$ cat src/tic_pkg.sv
package tic_pkg;

  // ==========================================================================
  // Clock and time base
  // ==========================================================================
  localparam int CLK_HZ         = 25_000_000;
  localparam int MS_PER_S       = 1000;
  localparam int MS_CYCLES_DEF  = CLK_HZ / MS_PER_S;

  // ==========================================================================
  // Trigger timing, in milliseconds unless the name says otherwise
  // ==========================================================================
  localparam int  SAMPLE_MS      = 10;
  localparam int  RECHECK_MS     = 1;
  localparam int  RECHECK_COUNT  = 3;
  localparam int  MIN_LEVEL_MS   = 14;
  localparam int  MAX_LATENCY_MS = 15;
  localparam int  STEP_MAX_MS    = 800;
  localparam real RESET_MIN_S    = 1.0;
  localparam int  RESET_MIN_MS   = int'(RESET_MIN_S * MS_PER_S);

  // ==========================================================================
  // Widths and reset values
  // ==========================================================================
  localparam int NUM_TRIG     = 2;
  localparam int ADDR_W       = 8;
  localparam int MS_CNT_W     = 16;
  localparam int SAMPLE_CNT_W = 4;
  localparam int CHK_CNT_W    = 2;
  localparam int HIGH_CNT_W   = 11;

  localparam logic [MS_CNT_W-1:0]     MS_CNT_RST     = 16'h0000;
  localparam logic [SAMPLE_CNT_W-1:0] SAMPLE_CNT_RST = 4'h0;
  localparam logic [SAMPLE_CNT_W-1:0] SAMPLE_LAST    = 4'(SAMPLE_MS - 1);
  localparam logic [CHK_CNT_W-1:0]    CHK_CNT_RST    = 2'h0;
  localparam logic [CHK_CNT_W-1:0]    CHK_LAST       = 2'(RECHECK_COUNT - 1);
  localparam logic [HIGH_CNT_W-1:0]   HIGH_CNT_RST   = 11'h000;
  localparam logic [HIGH_CNT_W-1:0]   HIGH_CNT_MAX   = 11'h7FF;
  localparam logic [HIGH_CNT_W-1:0]   STEP_LIMIT     = 11'(STEP_MAX_MS);
  localparam logic [HIGH_CNT_W-1:0]   RESET_LIMIT    = 11'(RESET_MIN_MS);
  localparam logic [ADDR_W-1:0]       ADDR_RST       = 8'h00;

  // ==========================================================================
  // Types
  // ==========================================================================
  typedef enum logic [1:0] {
    TIC_MODE_OFF,
    TIC_MODE_OUT,
    TIC_MODE_STEP
  } tic_mode_e;

  typedef enum logic {
    TIC_DB_IDLE,
    TIC_DB_CONFIRM
  } tic_db_e;

  typedef logic [ADDR_W-1:0] tic_addr_t;

endpackage

$ cat src/tic_trig_if.sv
`timescale 1ns/10ps
interface tic_trig_if (
  input wire logic clk
);
  logic msTick;
  logic sampleTick;
  logic level;
  logic rise;
  logic fall;

  modport deb (
    input  msTick,
    input  sampleTick,
    output level,
    output rise,
    output fall
  );

  modport eval (
    output msTick,
    output sampleTick,
    input  level,
    input  rise,
    input  fall
  );
endinterface

$ cat src/tic_debounce.sv
`timescale 1ns/10ps
module tic_debounce (
  input  wire logic clk,
  input  wire logic sys_rst,
  input  wire logic pinIn,
  tic_trig_if.deb   trig
);
  import tic_pkg::*;

  // ==========================================================================
  // Pin synchroniser
  // ==========================================================================
  logic                 syncMeta;
  logic                 syncPin;
  tic_db_e              state;
  logic [CHK_CNT_W-1:0] chkCnt;
  logic                 stable;
  logic                 rise;
  logic                 fall;

  always_ff @(posedge clk) begin
    if (sys_rst) begin
      syncMeta <= 1'b0;
      syncPin  <= 1'b0;
    end else begin
      syncMeta <= pinIn;
      syncPin  <= syncMeta;
    end
  end

  // ==========================================================================
  // Sample and confirm
  // ==========================================================================
  // A change seen on the slow sample is only taken after it has held through
  // every recheck, so a bounce shorter than the recheck window never leaks out.
  always_ff @(posedge clk) begin
    if (sys_rst) begin
      state  <= TIC_DB_IDLE;
      chkCnt <= CHK_CNT_RST;
      stable <= 1'b0;
      rise   <= 1'b0;
      fall   <= 1'b0;
    end else begin
      rise <= 1'b0;
      fall <= 1'b0;
      unique case (state)
        TIC_DB_IDLE: begin
          if (trig.sampleTick && (syncPin != stable)) begin
            state  <= TIC_DB_CONFIRM;
            chkCnt <= CHK_CNT_RST;
          end
        end
        TIC_DB_CONFIRM: begin
          if (trig.msTick) begin
            if (syncPin == stable) begin
              state <= TIC_DB_IDLE;
            end else if (chkCnt == CHK_LAST) begin
              state  <= TIC_DB_IDLE;
              stable <= syncPin;
              rise   <= syncPin;
              fall   <= ~syncPin;
            end else begin
              chkCnt <= chkCnt + 2'h1;
            end
          end
        end
      endcase
    end
  end

  assign trig.level = stable;
  assign trig.rise  = rise;
  assign trig.fall  = fall;

endmodule // tic_debounce

$ cat src/tic_trigger_input_control.sv
`timescale 1ns/10ps
// Operation
// - Two trigger inputs exist and each one's function is picked by its own mode input.
// - Each input is sampled about every ten milliseconds.
// - A detected change is rechecked several times a millisecond apart and only taken if it holds.
// - The controlled function acts one to fifteen milliseconds after the input changes.
// - A channel in disabled mode ignores every level and edge.
// - In gating mode with the input low, the power output follows the panel and command requests unless the other input is gating it off.
// - In gating mode a rising edge switches the power output off.
// - In gating mode with the input high the output is held off and enable requests are refused.
// - In gating mode a falling edge switches the output on unless a temperature or voltage trip is active.
// - In step-recall mode the input steps through stored settings and a rising edge starts a pulse.
// - In step-recall mode a high pulse shorter than eight hundred milliseconds is a step trigger.
// - In step-recall mode a high pulse longer than one second resets the address counter to the start address.
// - A step falling edge recalls the current address and advances it, wrapping after the stop address; step edges on both inputs in one cycle count once.
module tic_trigger_input_control #(
  parameter int MS_CYCLES = tic_pkg::MS_CYCLES_DEF
) (
  input  wire logic              clk,
  input  wire logic              sys_rst,
  input  wire logic              firstTriggerInput,
  input  wire logic              secondTriggerInput,
  input  wire tic_pkg::tic_mode_e firstTriggerMode,
  input  wire tic_pkg::tic_mode_e secondTriggerMode,
  input  wire logic              outputOnRequest,
  input  wire logic              outputOffRequest,
  input  wire logic              overTempTrip,
  input  wire logic              overVoltageTrip,
  input  wire tic_pkg::tic_addr_t startAddr,
  input  wire tic_pkg::tic_addr_t stopAddr,
  output logic                   powerOutputOn,
  output logic                   outputOnRefused,
  output logic                   recallStrobe,
  output tic_pkg::tic_addr_t     recallAddr,
  output logic                   addrCounterReset,
  output logic [1:0]             triggerLevel
);
  import tic_pkg::*;

  localparam logic [MS_CNT_W-1:0] MS_LAST = MS_CNT_W'(MS_CYCLES - 1);

  // ==========================================================================
  // Millisecond and sample time base
  // ==========================================================================
  // One shared time base keeps both channels on the same sample grid; the
  // worst latency is one sample period plus the recheck window.
  logic [MS_CNT_W-1:0]     msCnt;
  logic                    msTick;
  logic [SAMPLE_CNT_W-1:0] sampleCnt;
  logic                    sampleTick;

  always_ff @(posedge clk) begin
    if (sys_rst) begin
      msCnt  <= MS_CNT_RST;
      msTick <= 1'b0;
    end else if (msCnt == MS_LAST) begin
      msCnt  <= MS_CNT_RST;
      msTick <= 1'b1;
    end else begin
      msCnt  <= msCnt + 16'h0001;
      msTick <= 1'b0;
    end
  end

  always_ff @(posedge clk) begin
    if (sys_rst) begin
      sampleCnt  <= SAMPLE_CNT_RST;
      sampleTick <= 1'b0;
    end else begin
      sampleTick <= 1'b0;
      if (msTick) begin
        if (sampleCnt == SAMPLE_LAST) begin
          sampleCnt  <= SAMPLE_CNT_RST;
          sampleTick <= 1'b1;
        end else begin
          sampleCnt <= sampleCnt + 4'h1;
        end
      end
    end
  end

  // ==========================================================================
  // Per-channel debounce and evaluation
  // ==========================================================================
  logic [NUM_TRIG-1:0] pins;
  tic_mode_e           modes [NUM_TRIG];
  logic [NUM_TRIG-1:0] gateHigh;
  logic [NUM_TRIG-1:0] gateOff;
  logic [NUM_TRIG-1:0] gateOn;
  logic [NUM_TRIG-1:0] stepEvt;
  logic [NUM_TRIG-1:0] longEvt;

  assign pins     = {secondTriggerInput, firstTriggerInput};
  assign modes[0] = firstTriggerMode;
  assign modes[1] = secondTriggerMode;

  for (genvar i = 0; i < NUM_TRIG; i++) begin : g_chan
    tic_trig_if trig (.clk(clk));

    logic                  isOut;
    logic                  isStep;
    logic [HIGH_CNT_W-1:0] highMs;
    logic                  longDone;

    assign trig.msTick     = msTick;
    assign trig.sampleTick = sampleTick;

    tic_debounce u_deb (
      .clk     (clk),
      .sys_rst (sys_rst),
      .pinIn   (pins[i]),
      .trig    (trig)
    );

    // Any illegal mode code behaves as disabled.
    assign isOut  = (modes[i] == TIC_MODE_OUT);
    assign isStep = (modes[i] == TIC_MODE_STEP);

    assign triggerLevel[i] = trig.level;
    assign gateHigh[i]     = isOut && trig.level;
    assign gateOff[i]      = isOut && trig.rise;
    assign gateOn[i]       = isOut && trig.fall;

    // Pulse length is measured on the debounced level, so it carries the
    // same few milliseconds of uncertainty as the edges themselves.
    always_ff @(posedge clk) begin
      if (sys_rst) begin
        highMs <= HIGH_CNT_RST;
      end else if (trig.rise) begin
        highMs <= HIGH_CNT_RST;
      end else if (trig.level && msTick && (highMs != HIGH_CNT_MAX)) begin
        highMs <= highMs + 11'h001;
      end
    end

    always_ff @(posedge clk) begin
      if (sys_rst) begin
        longDone <= 1'b0;
      end else if (trig.rise) begin
        longDone <= 1'b0;
      end else if (longEvt[i]) begin
        longDone <= 1'b1;
      end
    end

    // In the rise cycle the counter still holds the length of the last pulse, so that cycle never counts as long.
    assign longEvt[i] = isStep && trig.level && !trig.rise && !longDone && (highMs > RESET_LIMIT);
    assign stepEvt[i] = isStep && trig.fall && (highMs < STEP_LIMIT);
  end

  // ==========================================================================
  // Power output gating
  // ==========================================================================
  logic anyGateHigh;
  logic anyTrip;
  logic edgeOff;
  logic edgeOn;

  assign anyGateHigh = |gateHigh;
  assign anyTrip     = overTempTrip || overVoltageTrip;
  assign edgeOff     = |gateOff;
  assign edgeOn      = |gateOn;

  // Off sources win over on sources so the output can never be left on by a
  // request that lands in the same cycle as a lock-out.
  always_ff @(posedge clk) begin
    if (sys_rst) begin
      powerOutputOn <= 1'b0;
    end else if (edgeOff || anyGateHigh) begin
      powerOutputOn <= 1'b0;
    end else if (outputOffRequest) begin
      powerOutputOn <= 1'b0;
    end else if (edgeOn && !anyTrip) begin
      powerOutputOn <= 1'b1;
    end else if (outputOnRequest) begin
      powerOutputOn <= 1'b1;
    end
  end

  always_ff @(posedge clk) begin
    if (sys_rst) begin
      outputOnRefused <= 1'b0;
    end else begin
      outputOnRefused <= outputOnRequest && (anyGateHigh || edgeOff);
    end
  end

  // ==========================================================================
  // Step recall address counter
  // ==========================================================================
  // The counter has no reset value tied to the start address, which is not a
  // constant; a pending-load flag makes the next step use the start address.
  tic_addr_t addrCnt;
  tic_addr_t curAddr;
  logic      needLoad;
  logic      anyStep;
  logic      anyLong;

  assign anyStep = |stepEvt;
  assign anyLong = |longEvt;
  assign curAddr = needLoad ? startAddr : addrCnt;

  always_ff @(posedge clk) begin
    if (sys_rst) begin
      addrCnt  <= ADDR_RST;
      needLoad <= 1'b1;
    end else if (anyLong) begin
      addrCnt  <= ADDR_RST;
      needLoad <= 1'b1;
    end else if (anyStep) begin
      needLoad <= 1'b0;
      if (curAddr >= stopAddr) begin
        addrCnt <= startAddr;
      end else begin
        addrCnt <= curAddr + 8'h01;
      end
    end
  end

  always_ff @(posedge clk) begin
    if (sys_rst) begin
      recallStrobe     <= 1'b0;
      recallAddr       <= ADDR_RST;
      addrCounterReset <= 1'b0;
    end else begin
      recallStrobe     <= anyStep && !anyLong;
      addrCounterReset <= anyLong;
      if (anyStep && !anyLong) begin
        recallAddr <= curAddr;
      end
    end
  end

endmodule // tic_trigger_input_control

$ cat config.mk
export PLATFORM = sky130hd
export DESIGN_NAME = tic_trigger_input_control
export DESIGN_NICKNAME = d
export VERILOG_FILES = /design/src/tic_pkg.sv /design/src/tic_trig_if.sv /design/src/tic_debounce.sv /design/src/tic_trigger_input_control.sv
export SDC_FILE = /design/constraint.sdc
export NUM_CORES = 1
export LEC_CHECK = 0
export BUFFER_PORTS_ARGS = -buffer_cell sky130_fd_sc_hd__buf_2
export CORE_ASPECT_RATIO = 0.6
export CORE_MARGIN = 3
export CORE_UTILIZATION = 40
export DETAILED_ROUTE_END_ITERATION = 16
export GPL_TIMING_DRIVEN = 0
export PLACE_DENSITY = 0.7
export REMOVE_ABC_BUFFERS = 1
export SETUP_SLACK_MARGIN = 0.05
export SYNTH_ARGS = -nofsm -noshare
export SYNTH_HDL_FRONTEND = slang
export SYNTH_SLANG_ARGS = --single-unit
$ cat constraint.sdc
create_clock -name clk -period 2.5 [get_ports clk]
set_input_delay 0.625 -clock clk [delete_from_list [all_inputs] [get_ports clk]]
set_output_delay 0.625 -clock clk [all_outputs]
set_load 0.05 [all_outputs]
After elaboration in Yosys (flattened, before gate mapping):

Index checks and enable logic that the tools add are counted.
Widths: inputs -> output; s select.

* equal/unequal tests: 22
* shift-type cells: 0
* magnitude comparators: 5
* bitwise gates (word level): 9
* div/mod/pow operators: 0
* mux-type cells: 27
* $mul: 0
* add/subtract/negate cells: 7
* reductions and logical operators: 53

Operator list (number)
* $logic_and 1x1->1: 27
* $add 11x1->11 const B: 2
* $gt 11x10->1 const B: 2
* $lt 11x10->1 const B: 2
* $ne 11x11->1 const B: 2
* $reduce_or 2->1: 9
* $add 16x1->16 const B: 1
* $eq 16x15->1 const B: 1
* $mux 2: 8
* $mux 8: 2
* $reduce_and 4->1: 4
* $mux 1: 12
* $ne 2x2->1 const B: 6
* $reduce_or 5->1: 2
* $not 1->1: 9
* $add 8x1->8 const B: 1
* $eq 2x2->1 const B: 4
* $ge 8x8->1: 1
* $pmux 2 s2: 2
* $logic_not 1->1: 6
* $reduce_or 3->1: 2
* $add 2x1->2 const B: 2
* $add 4x1->4 const B: 1
* $eq 2x1->1 const B: 2
* 8 further kinds: 13

* bits of input ports: 28
* logic and storage cells: 152
* bits in writable memories: 0
* output and inout bits: 14
* bits in registers: 83
* memories kept: 0
* bits in read-only memories: 0
* bits in latches: 0

Logic depth before layout (Yosys ltp):

* depth in word-level cells: 8
* mapped depth: 12
* depth with buffers taken out: 9

By module:

A second synthesis with hierarchy kept.

* cell total of the unflattened synthesis: 445
* area, all modules: 4111.4 µm²

By module, submodules not included
* tic_trigger_input_control: instances 1, cells each 383, sequential area each 1341.3 µm², area an instance 3445.8 µm²
* tic_debounce: instances 2, cells each 31, sequential area each 160.2 µm², area an instance 332.8 µm²

Worst setup path before layout:

Ideal clock, no wire load.

* path type: reg-to-reg
* start point: register needLoad
* end point: register addrCnt[6]
* required time: 2.414 ns
* stages on the path, launching flop included: 11
* period minus slack after synthesis: 2.269 ns
* slack: 0.231 ns
* data arrival time: 2.184 ns
* path through: dfxtp_1 -> buf_2 -> buf_6 -> mux2_1 -> ha_1 -> o21ai_0 -> o21ai_1 -> a21oi_2 -> buf_2 -> o21ai_0 -> a211oi_1

* word-level cells in the longest chain between the ends: 3
* elaborated cells between the ends (all ways): 4
* those cells by class: 1 x add/sub; 1 x order compare; 2 x mux

RTL lines
* start, declared: line tic_trigger_input_control.sv:195 `logic needLoad;`
* start signal, assigned: line tic_trigger_input_control.sv:206 `needLoad <= 1'b1;`
* start signal, assigned: line tic_trigger_input_control.sv:209 `needLoad <= 1'b1;`
* start signal, assigned: line tic_trigger_input_control.sv:211 `needLoad <= 1'b0;`
* $mux 8 *: line tic_trigger_input_control.sv:201 `assign curAddr = needLoad ? startAddr : addrCnt;`
* via curAddr[1]: line tic_trigger_input_control.sv:194 `tic_addr_t curAddr;`
* $add 8x1->8 or $ge 8x8->1 (tied branches): line tic_trigger_input_control.sv:215, tic_trigger_input_control.sv:212
* $mux 8 *: line tic_trigger_input_control.sv:212 `if (curAddr >= stopAddr) begin`
* end signal, assigned: line tic_trigger_input_control.sv:213 `addrCnt <= startAddr;`
* end signal, assigned: line tic_trigger_input_control.sv:215 `addrCnt <= curAddr + 8'h01;`
* end, declared: line tic_trigger_input_control.sv:193 `tic_addr_t addrCnt;`

The timed path passes the listed nets; every way through them passes the cells marked *.
A chain may end at the register's enable or synchronous reset.

Worst setup path in the final report:

Ends and elaborated chain as after synthesis.

==> impl_metrics.csv <==
group,metric,value,unit
yosys,syn_area,4120,um2
timing,worst_pin_slew,1.11,ns
floorplan,initial_core_util,0.429,
setup_path,r2r-start,"needLoad",
yosys,ys_dominant_reg_cell,"dfxtp_1",
setup_path,crit_arrival,2.61,ns
drt,drt_iter0_drc,273,
setup_path,worstPathMaxFanout,17,
timing,min_period_over_period,0.949,
yosys,synth_fa_ha_area_frac,0.0486,
yosys,ys_seq_area_frac,0.404,
drt,vias,3412,
power,p_leak,1.89,nW
clock_tree,htreeDepth,3,
timing,drv_slew,0,
drt,routed_via_density,5.30,
yosys,synth_top_family_by_area,"simple AND/OR/NAND/NOR gates",
timing,min_period,2.37,ns
global_route,grt_usage,0.168,
timing,setup_ws,0.128,ns
layout,drive_above_1_share,0.158,
yosys,ys_seq_elements,83,
setup_path,max_stage_delay,0.49,ns
timing,setup_viol_count_final,0,
drt,drc,0,
yosys,yosys.area.top_type,"dfxtp_1",
clock_tree,cts_buffer_depth,2,
yosys,syn_inst,473,
job,max_cap_viol_count,0,
setup_path,ff2ff_setup_slack,0.13,ns
global_route,antenna_found_initial,0,
setup_path,crit_start,"needLoad",
clock_tree,clkLatencyLatePin,0.34,ns
drt,drt-wirelength-per-cell,14.6,um
yosys,syn_area_per_cell,8.70,um2
clock_tree,cts_tree,"yes",
power,finalPower,0.00275,W
layout,nFillCells,888,
floorplan,core,9590,um2
floorplan,die_w,137,um
setup_path,cp-start-kind,"flop",
floorplan,ios,42,
layout,n_antenna_cell,0,
clock_tree,post_cts_buffers,0,
power,power.density,582,nW/um2
layout,instances_no_fill,644,
yosys,yosysWarnings,0,
drt,drt_first_pass_iters,4,
setup_path,cp_cell_sequence,"mux2_2, ha_1, nand2_1, nor3_4, a21oi_4, o21ai_0, o21ai_0, a211oi_1",
clock_tree,cts.sinks,83,
clock_tree,cts_root_buffer,"clkbuf_16",
yosys,synth-compound-area-share,0.117,
clock_tree,numCtsBuffers,9,
floorplan,rows,27,
yosys,synthTopCellsByArea,"dfxtp_1, nor2_1, xor2_1",
global_route,grt_pass1_wl,15.6,mm
global_route,grt_start_max_net_pins,34,
timing,slew_headroom,0.260,
setup_path,critical_path_class,"flop to flop",
yosys,ys_types,56,
timing,rsz0062_at_grt,"yes",
setup_path,end_kind,"flop",
floorplan,fp.dieH,84.6,um
placement,dp_slack,-0.445,ns
global_route,grt_overflow,0,
timing,hold_ws,0.444,ns
yosys,synth.area.mux_share,0.0371,
setup_path,cp_common_cell,"o21ai_0",
placement,dp_hpwl,6.71,mm
global_route,grt_pass1_vias,3170,
yosys,synth_top_area_share,0.404,
timing,fin_skew,0.00600,ns
setup_path,reg2reg_to,"addrCnt[6]",
yosys,async_flop_share,0,
drt,postRouteAntennaNets,0,
yosys,synth_simple_gate_area_frac,0.266,
yosys,synth_xor_area_frac,0.0830,
placement,place_inst,627,
layout,final_common_cell,"dfxtp_1",
setup_path,r2r.worst_path.cells,8,
layout,nets,553,
yosys,synth_edf_count,0,
clock_tree,ctsHoldBuffers,0,
power,ir_drop,332,uV
setup_path,critical_path.endpoint,"addrCnt[6]",
outcome,status,"complete, no violations",
placement,gp_congestion,0.806,
layout,final_cell_mix,"dfxtp_1, nor2_1, buf_2",
timing,hold_viol,0,
drt,wl,9.41,mm
placement,io_buffer_count,41,
min_path,hold_path.class,"input port to flop",
timing,fmax,0.422,GHz
clock_tree,path_clk_slew,0.06,ns
layout,area_growth,14.8,%
setup_path,required,2.74,ns
setup_path,crit_slowest_cell,"dfxtp_4",
floorplan,die_area,11600,um2
flip-flops by register name, summed over array words and instances, names as in the netlist, 2 cells and up:
| name | cells |
|---|---|
| g_chan.highMs | 22 |
| msCnt | 16 |
| addrCnt | 8 |
| recallAddr | 8 |
| g_chan.u_deb.chkCnt | 4 |
| sampleCnt | 4 |
| g_chan.longDone | 2 |
| g_chan.u_deb.state | 2 |
| g_chan.u_deb.syncMeta | 2 |
| g_chan.u_deb.syncPin | 2 |
| g_chan.u_deb.trig.fall | 2 |
| g_chan.u_deb.trig.level | 2 |
| g_chan.u_deb.trig.rise | 2 |
cells by family (layout without fill, tap and decap cells):
group                      count (synthesis)  count (layout)
DFF                                       83              83
AOI/OAI and AO/OA                         69              70
xor gates and xnor gates                  39              39
adders and majority gates                 16              16
muxes                                     15              15
and+or+nand+nor                          210             210
buffers and inverters                     41              81
report_power, final:
part | total, W | leakage (nW) | switching, W | internal [W]
sequential | 0.00133 | 0.670 | 0.00000517 | 0.00133
combinational | 0.000167 | 1.08 | 0.000104 | 0.0000629
clock | 0.00125 | 0.136 | 0.000518 | 0.000729
metrics by stage:
step                      area (um2)  utilization  setup TNS [ns]
after floorplan                 4030            -               0
after detailed placement        4390        0.458           -3.30
after global routing            4730        0.493         -0.0358
after CTS                       4700        0.490               0
final                           4730        0.493               0
after global placement          4390        0.458           -1.98
layer usage:
layer,up-vias,global-route usage,share of wire
met3,10,0.0503,0.050
met1,1615,0.241,0.51
met2,53,0.246,0.43
met4,0,0.0444,0.0083
li1,1734,-,-
met5,-,0,0
worst max-delay path, delay by kind of cell (launching register included):
kind | cells | cell delay, ns
AO/OA/AOI/OAI | 4 | 0.62
flip-flops | 1 | 0.49
AND/OR/NAND/NOR | 2 | 0.45
multiplexers | 1 | 0.43
adder cells (fa/ha/maj) | 1 | 0.29
how the worst min path moves through the flow:
stage               cells after the start                startpoint                 endpoint
finish                                  2          outputOffRequest            powerOutputOn
global route                            2          outputOffRequest            powerOutputOn
CTS                                     2          outputOffRequest            powerOutputOn
detailed placement                      1  g_chan[0].u_deb.syncMeta  g_chan[0].u_deb.syncPin
global placement                        1  g_chan[0].u_deb.syncMeta  g_chan[0].u_deb.syncPin
floorplan                               1  g_chan[0].u_deb.syncMeta  g_chan[0].u_deb.syncPin
Yosys cell counts, drive strengths merged (2+ instances only):
library cell and instances:
mux2i 13, a22oi 2, dfxtp 83, a21oi 23, xnor2 15, nor4bb 3, and3 6, ha 16
mux2 2, a31oi 11, nand2 31, nand4b 2, o21a 3, and4 2, nand3 23, nor3b 2
nor2b 12, nand3b 2, inv 24, nor3 21, o311ai 2, nor2 72, a211oi 7, clkbuf 7
o21ai 15, xor2 24, nor4b 2, nand4 9, nor4 13, buf 10, or3 2, or2 2
nand2b 3
area by class of cell:
class                   instances  area (um2)  share of cell area
clock buffers                  13         260              0.0551
clock inverters                 3        21.3             0.00450
inverters                      24        90.1              0.0191
multi-input cells             350        2320               0.491
flip-flops and latches         83        1670               0.352
well taps                     130         163              0.0344
repair buffers                 41         205              0.0434
what timing repair did:
action | 4_1_cts | 5_1_grt
hold endpoints to repair | 0 | 0
gates cloned | 1 | 0
pin swaps | 1 | 0
gates resized for setup | 5 | 4
endpoints found under the setup margin | 8 | 8
No activity file was read; power rests on OpenSTA's default activity.
